### src/rtl/host_sector_consts.svh
`ifndef HOST_SECTOR_CONSTS_SVH
`define HOST_SECTOR_CONSTS_SVH

// ****************************************
// Host port address map
// ****************************************
`define HSC_ADDR_W        7
`define HSC_LBA_OFS       7'h10
`define HSC_CNT_OFS       7'h14

// ****************************************
// Field layout
// ****************************************
`define HSC_LBA_W         28
`define HSC_CNT_LSB       0
`define HSC_CNT_W         8
`define HSC_CMD_LSB       8
`define HSC_CMD_W         3
`define HSC_SECT_W        9
`define HSC_SECTOR_SHIFT  9
`define HSC_OFS_W         37
`define HSC_MAX_SECTORS   9'h100

// ****************************************
// Command codes
// ****************************************
`define HSC_CMD_NONE      3'h0
`define HSC_CMD_RESET     3'h1
`define HSC_CMD_IDENTIFY  3'h2
`define HSC_CMD_READ      3'h3
`define HSC_CMD_WRITE     3'h4
`define HSC_CMD_RSVD5     3'h5
`define HSC_CMD_ABORT     3'h6
`define HSC_CMD_RSVD7     3'h7

// ****************************************
// Reset values
// ****************************************
`define HSC_LBA_RST       28'h0000000
`define HSC_CNT_RST       8'h00
`define HSC_CMD_RST       3'h0

`endif

### src/rtl/host_sector_pkg.sv
`include "host_sector_consts.svh"

package host_sector_pkg;

    // Host register request, one cycle per access
    typedef struct packed {
        logic                   wr;
        logic                   rd;
        logic [`HSC_ADDR_W-1:0] addr;
        logic [31:0]            wdata;
    } host_req_s;

    // Command handed to the card controller
    typedef struct packed {
        logic                   issue;
        logic                   abort;
        logic [`HSC_CMD_W-1:0]  code;
        logic [`HSC_LBA_W-1:0]  lba;
        logic [`HSC_SECT_W-1:0] sectors;
    } card_cmd_s;

    // Whole state of the front end
    typedef struct packed {
        logic [`HSC_LBA_W-1:0]  lba;
        logic [`HSC_CNT_W-1:0]  count;
        logic [`HSC_CMD_W-1:0]  cmd;
        card_cmd_s              card;
        logic [31:0]            rdata;
        logic                   rvalid;
    } state_s;

endpackage

### src/rtl/host_sector_command_regs.sv
// Operation
// - Host reads and writes a 28-bit block address in bits 27:0.
// - Host block address drives host transfers only, never configuration address.
// - Each block address selects one 512-byte sector.
// - Sector count sits in bits 7:0, counting 512-byte sectors.
// - Count 1 to 255 transfers exactly that many sectors.
// - Count zero transfers 256 sectors.
// - Without the lock, command field writes are ignored, nothing starts.
// - With the lock, codes 1 to 4 and 6 are stored and executed; reserved codes 5 and 7 are ignored.
// - With the lock, writing zero leaves the command field unchanged.
// - Abort code 6 terminates the card command; controller then clears field.
// - Command field bits 10:8; code 1 resets card, code 2 identifies.
// - Code 3 reads, code 4 writes sectors from block address for count.
`timescale 1ns/1ps
`include "host_sector_consts.svh"

module host_sector_command_regs
    import host_sector_pkg::*;
(
    input  wire logic                   i_clk,
    input  wire logic                   i_rst_b,
    input  wire logic                   i_ce,
    input  wire host_req_s              i_host_req,
    input  wire logic                   i_lock_granted,
    input  wire logic                   i_card_cmd_clear,
    output logic [31:0]                 o_host_rdata,
    output logic                        o_host_rvalid,
    output card_cmd_s                   o_card,
    output logic [`HSC_OFS_W-1:0]       o_card_byte_offset,
    output logic [`HSC_CMD_W-1:0]       o_cmd_field
);

    // ****************************************
    // Helper functions
    // ****************************************

    // Count field to number of sectors
    function automatic logic [`HSC_SECT_W-1:0] sector_total(input logic [`HSC_CNT_W-1:0] cnt);
        if (cnt == `HSC_CNT_W'(0))
            sector_total = `HSC_MAX_SECTORS;
        else
            sector_total = {1'b0, cnt};
    endfunction

    // Code that starts a card operation
    function automatic logic code_starts(input logic [`HSC_CMD_W-1:0] code);
        case (code)
            `HSC_CMD_RESET, `HSC_CMD_IDENTIFY,
            `HSC_CMD_READ, `HSC_CMD_WRITE,
            `HSC_CMD_ABORT: code_starts = 1'b1;
            default:        code_starts = 1'b0;
        endcase
    endfunction

    // ****************************************
    // State
    // ****************************************
    state_s                 st_reg;
    state_s                 st_next;
    logic                   wr_lba;
    logic                   wr_cnt;
    logic [`HSC_CMD_W-1:0]  wr_code;
    logic [`HSC_CNT_W-1:0]  wr_count;

    // Write decode
    assign wr_lba   = i_host_req.wr && (i_host_req.addr == `HSC_LBA_OFS);
    assign wr_cnt   = i_host_req.wr && (i_host_req.addr == `HSC_CNT_OFS);
    assign wr_code  = i_host_req.wdata[`HSC_CMD_LSB +: `HSC_CMD_W];
    assign wr_count = i_host_req.wdata[`HSC_CNT_LSB +: `HSC_CNT_W];

    // Next state
    always_comb
    begin
        st_next = st_reg;
        if (i_ce)
        begin
            st_next.card.issue = 1'b0;
            st_next.card.abort = 1'b0;
            st_next.rvalid     = 1'b0;
            // Controller clears the field once abort has finished
            if (i_card_cmd_clear && st_reg.cmd == `HSC_CMD_ABORT)
                st_next.cmd = `HSC_CMD_NONE;
            if (wr_lba)
                st_next.lba = i_host_req.wdata[`HSC_LBA_W-1:0];
            if (wr_cnt)
            begin
                st_next.count = wr_count;
                // Locked nonzero valid code wins over the clear
                if (i_lock_granted && code_starts(wr_code))
                begin
                    st_next.cmd       = wr_code;
                    st_next.card.code = wr_code;
                    if (wr_code == `HSC_CMD_ABORT)
                        st_next.card.abort = 1'b1;
                    else
                    begin
                        st_next.card.issue   = 1'b1;
                        st_next.card.lba     = st_reg.lba;
                        st_next.card.sectors = sector_total(wr_count);
                    end
                end
            end
            // Read return, reserved bits zero
            if (i_host_req.rd)
            begin
                st_next.rvalid = 1'b1;
                st_next.rdata  = 32'h00000000;
                if (i_host_req.addr == `HSC_LBA_OFS)
                    st_next.rdata[`HSC_LBA_W-1:0] = st_reg.lba;
                else if (i_host_req.addr == `HSC_CNT_OFS)
                begin
                    st_next.rdata[`HSC_CNT_LSB +: `HSC_CNT_W] = st_reg.count;
                    st_next.rdata[`HSC_CMD_LSB +: `HSC_CMD_W] = st_reg.cmd;
                end
            end
        end
    end

    // State register
    always_ff @(posedge i_clk or negedge i_rst_b)
    begin
        if (!i_rst_b)
            st_reg <= '0;
        else
            st_reg <= st_next;
    end

    // ****************************************
    // Outputs
    // ****************************************
    assign o_host_rdata       = st_reg.rdata;
    assign o_host_rvalid      = st_reg.rvalid;
    assign o_card             = st_reg.card;
    assign o_cmd_field        = st_reg.cmd;
    // Byte position of the sector on the card
    assign o_card_byte_offset = {st_reg.card.lba, `HSC_SECTOR_SHIFT'(0)};
endmodule

### config.mk
export PLATFORM = sky130hd
export DESIGN_NAME = host_sector_command_regs
export DESIGN_NICKNAME = d
export VERILOG_FILES = /design/src/rtl/host_sector_pkg.sv /design/src/rtl/host_sector_command_regs.sv
export VERILOG_INCLUDE_DIRS = /design/src /design/src/rtl
export SDC_FILE = /design/constraint.sdc
export NUM_CORES = 1
export LEC_CHECK = 0
export ABC_AREA = 1
export BUFFER_PORTS_ARGS = -buffer_cell sky130_fd_sc_hd__buf_2
export CAP_MARGIN = 40
export CORE_MARGIN = 2
export CORE_UTILIZATION = 40
export DETAILED_ROUTE_END_ITERATION = 8
export PLACE_DENSITY_LB_ADDON = 0.05
export SYNTH_ARGS = -nofsm -noshare
export SYNTH_HDL_FRONTEND = slang
export SYNTH_SLANG_ARGS = --single-unit
### constraint.sdc
create_clock -name i_clk -period 1.7 [get_ports i_clk]
set_clock_uncertainty 0.1 [all_clocks]
set_input_delay 0.34 -clock i_clk [delete_from_list [all_inputs] [get_ports i_clk]]
set_output_delay 0.34 -clock i_clk [all_outputs]
set_load 0.05 [all_outputs]
---- After elaboration in Yosys (flattened, before gate mapping) ----
Index checks and enable logic that the tools add are counted.
word-level totals
  flip-flop bits (word level) ............. 110
  input bits .............................. 46
  output and inout bits ................... 115
cells by class
  equality and inequality tests ........... 8
  muxes and demuxes ....................... 14
  bitwise gates (word level) .............. 1
  reductions and logical operators ........ 11
operators by type and width
  kind                  number
  $mux W45              2
  $mux W37              1
  $mux W11              2
  $mux W17              1
  $eq A7 B5 Y1 const B  2
  $eq A3 B3 Y1 const B  3
  $mux W9               1
  $logic_not A8 Y1      1
  $eq A3 B2 Y1 const B  2
  $mux W1               6
  $reduce_and A2 Y1     3
  $reduce_or A5 Y1      1
  $logic_and A1 B1 Y1   4
  $reduce_and A4 Y1     1
  $eq A3 B1 Y1 const B  1
  $mux W3               1
  $reduce_and A3 Y1     1
  $not A1 Y1            1

---- Longest topological paths before layout ----
  depth after elaboration ................. 8
  depth in mapped cells ................... 10

---- Least setup slack after synthesis ----
No wires, ideal clock.
  path kind ............................... in2reg
  start ................................... input port i_host_req[37] (netlist bit)
  end ..................................... register st_reg (netlist bit o_card[20])
  setup time .............................. 117 ps
  arrival ................................. 1,298 ps
  required time ........................... 1,483 ps
  slack ................................... 185 ps
  stages on the path ...................... 9
  buffers on the path ..................... 1
  cells stage by stage .................... inv_1 -> nand2_1 -> nor2_8 -> nand3_4 -> nor2_4 -> nand2_4 -> buf_6 -> nand2_2 -> o21ai_2
on the way
  longest elaborated chain between the ends .. 3
ends and longest elaborated chain
  element                             RTL line                         RTL
  from (decl)                         host_sector_command_regs.sv:23   input wire host_req_s i_host_req,
  $eq A7 B5 Y1 (no source line)       --
  $logic_and A1 B1 Y1                 host_sector_command_regs.sv:67   assign wr_cnt = i_host_req.wr && (i_host_req.addr == `HSC_CNT_OFS);
  $reduce_and A4 Y1 (no source line)  --
  to (signal assigned)                host_sector_command_regs.sv:125  st_reg <= st_next;
  to (decl)                           host_sector_command_regs.sv:58   state_s st_reg;
No other way between the ends.
A chain may end at the register's enable or synchronous reset.

---- Final worst setup path ----
  start ................................... register st_reg (netlist bit o_card[19])
  end ..................................... output port o_card_byte_offset[19]
RTL lines
  element    RTL line                        RTL
  to (decl)  host_sector_command_regs.sv:29  output logic [`HSC_OFS_W-1:0] o_card_byte_offset,
No word-level cell between the ends.

==> impl_metrics.tcl <==
set metrics [dict create \
    post-route-cell-area_sq_um 6030 \
    routedWlPerCell_um 14.4 \
    synth_edf_count 0 \
    nets 702 \
    hold_violations 0 \
    synth_cell_types 29 \
    cts_tree "yes" \
    peakVddDrop_v 0.000460 \
    grt_overflow 0 \
    yosys.area.top_type_share_pct 50.3 \
    die_w_um 121 \
    fin_hold_ws_ps 136 \
    areaGrowthSynthToFinish_pct 10.3 \
    cp_num_buf_inv 1 \
    r2r-start "o_cmd_field[0]" \
    synth-seq-cells 110 \
    min_from "i_host_req[11]" \
    num_vias 3817 \
    hp-class "input pin to register" \
    cpLargestDelayFamily "flip-flops" \
    clk_latency_ps 340 \
    r2r_slack_ps 700 \
    power.total_w 0.00563 \
    die_h_um 121 \
    drive_gt1_share_pct 34.5 \
    r2r_cells 4 \
    dp_hpwl_um 8750 \
    status "finished, final reports clean" \
    max_cap_viol_count 0 \
    grt_pass1_wl_um 19200 \
    crit_arrival_ps 1020 \
    critical_path.endpoint_type "output pin" \
    critPathLaunch "o_card[19]" \
    seq_area_sq_um 2750 \
    finalWirelength_um 12000 \
    cts-root-buf "clkbuf_16" \
    whs_endpoint "st_reg[97]" \
    cts_made_buffers 9 \
    grt_max_degree 66 \
    grt_antenna_before_repair 0 \
    crit_path_max_incr_delay_ps 400 \
    yosysTopAreaCell "dfrtp_1" \
    clock_sinks 110 \
    cp.required_ps 1260 \
    timing.rr.end "o_cmd_field[2]" \
    multiInputGateArea_sq_um 1630 \
    core_area_sq_um 13300 \
    syn_area_sq_um 5470 \
    grt_setup_unrepaired "no" \
    ys.flop_type "dfrtp_1" \
    place_area_sq_um 5700 \
    first_pass_iters 4 \
    criticalPathCategory "register to output pin" \
    tns_ps 0 \
    placementRows 42 \
    clkTransAtPathRegs_ps 70 \
    drc 0 \
    min_period_ps 1460 \
    period_share_pct 86.1 \
    yosysSeqAreaShare_pct 50.3 \
    htree_levels 3 \
    p_per_area_nw_per_um2 933 \
    fillers 1338 \
    grt_pass1_vias 3649 \
    final_core_util_pct 45.4 \
    critPathLaunchType "register" \
    ant_nets 0 \
    synth_area_per_cell_sq_um 9.11 \
    synthTopCellsByArea "dfrtp_1, buf_4, nand2_1, o21ai_0, nand3_1" \
    crit_fanout 3 \
    die_area_sq_um 14600 \
    start_util_pct 41.1 \
    place_congestion 0.838 \
    finalSetupViolations 0 \
    syn_inst 600 \
    final_max_slew_viol_count 0 \
    fmax_ghz 0.683 \
    cts-resized-gates 0 \
    io_pins 161 \
    hold_depth 3 \
    yosys_warnings 0 \
    slew_headroom_pct 61.0 \
    worstMarginPinSlew_ps 585 \
    leakage_nw 3.35 \
    cts_setup_buffers 0 \
    crit_chain "buf_2" \
    portBuffers 143 \
    viasPerCell 4.57 \
    synth-async-reset-ratio_pct 100 \
    drt-initial-drc-count 214 \
    clk_path_buf_depth 2 \
    largest_reg_flops 42 \
    slowest_stage "dfrtp_1" \
    n_antenna_cell 0 \
    grt_use_total_pct 17.2 \
]
## cell usage in the layout, fill, tap and decap left out, drive strengths merged
| master | n |
|---|---|
| inv | 32 |
| o31ai | 9 |
| nand4 | 2 |
| conb | 13 |
| nor3 | 1 |
| nand3 | 32 |
| dlygate4sd3 | 1 |
| nand2 | 188 |
| nand3b | 1 |
| o22ai | 1 |
| bufinv | 2 |
| dfrtp | 110 |
| o21ai | 49 |
| nor4 | 2 |
| a21oi | 2 |
| buf | 168 |
| clkinv | 4 |
| a31oi | 11 |
| nor2 | 21 |
| clkbuf | 11 |
## metrics by stage
| stage | setup WS, ps | instances |
|---|---|---|
| 2_1_floorplan | 185 | 612 |
| 3_3_place_gp | 5.95 | 820 |
| 3_5_place_dp | -4.32 | 820 |
| 4_1_cts | 208 | 836 |
| 5_1_grt | 169 | 836 |
| 6_report | 236 | 836 |
## metal layers
layer	up-vias	global-route usage, %	wire length (um)
li1	1888	-	-
met1	1813	21.8	5200
met5	-	0	0
met3	15	3.43	557
met2	101	28.5	6040
met4	0	7.34	236
## worst max path at each step
stage / to / slack, ps / cells past startpoint
after floorplan: o_card[20] / 180 / 9
after global placement: o_card[12] / 6 / 10
after detailed placement: o_card[13] / -4 / 10
after CTS: o_cmd_field[0] / 210 / 1
after global routing: o_card_byte_offset[19] / 170 / 1
final: o_card_byte_offset[19] / 240 / 1
## final cells by class
class                           count  share of cell area (%)
Inverter                           34                    2.16
Sequential cell                   110                    45.6
Tap cell                          176                    3.65
Clock inverter                      4                    1.16
Timing Repair Buffer              169                    16.2
Multi-Input combinational cell    332                    27.0
Clock buffer                       11                    4.19
## cell families (layout without fill, tap and decap cells)
| logic type | Yosys count | in the layout | synth area share (%) |
|---|---|---|---|
| other | 1 | 13 | 0.0686 |
| and+or+nand+nor | 247 | 247 | 20.5 |
| AOI/OAI and AO/OA | 72 | 72 | 8.44 |
| DFF | 110 | 110 | 50.3 |
| buffers and inverters | 170 | 218 | 20.7 |
## cells in the mapped netlist, types with 3 or more instances
cell type / count
inv_1: 32
nor2_1: 16
o21ai_0: 32
buf_6: 6
nand2_2: 16
nand2_1: 169
nand2_4: 3
buf_4: 115
clkbuf_1: 10
a31oi_1: 11
buf_2: 3
o21ai_2: 17
dfrtp_1: 110
nand3_1: 31
o31ai_1: 9
## where the power goes
group          leakage, nW  internal [W]  switching, W  total [W]
clock network        0.161       0.00136      0.000917    0.00228
registers             1.50       0.00270     0.0000595    0.00276
logic                 1.68      0.000142      0.000449   0.000592
## repair_timing
item,CTS,global route
hold buffers,1,0
setup endpoints to repair,0,0
endpoints found under the hold margin,65,0
No activity file was read; power rests on OpenSTA's default activity.
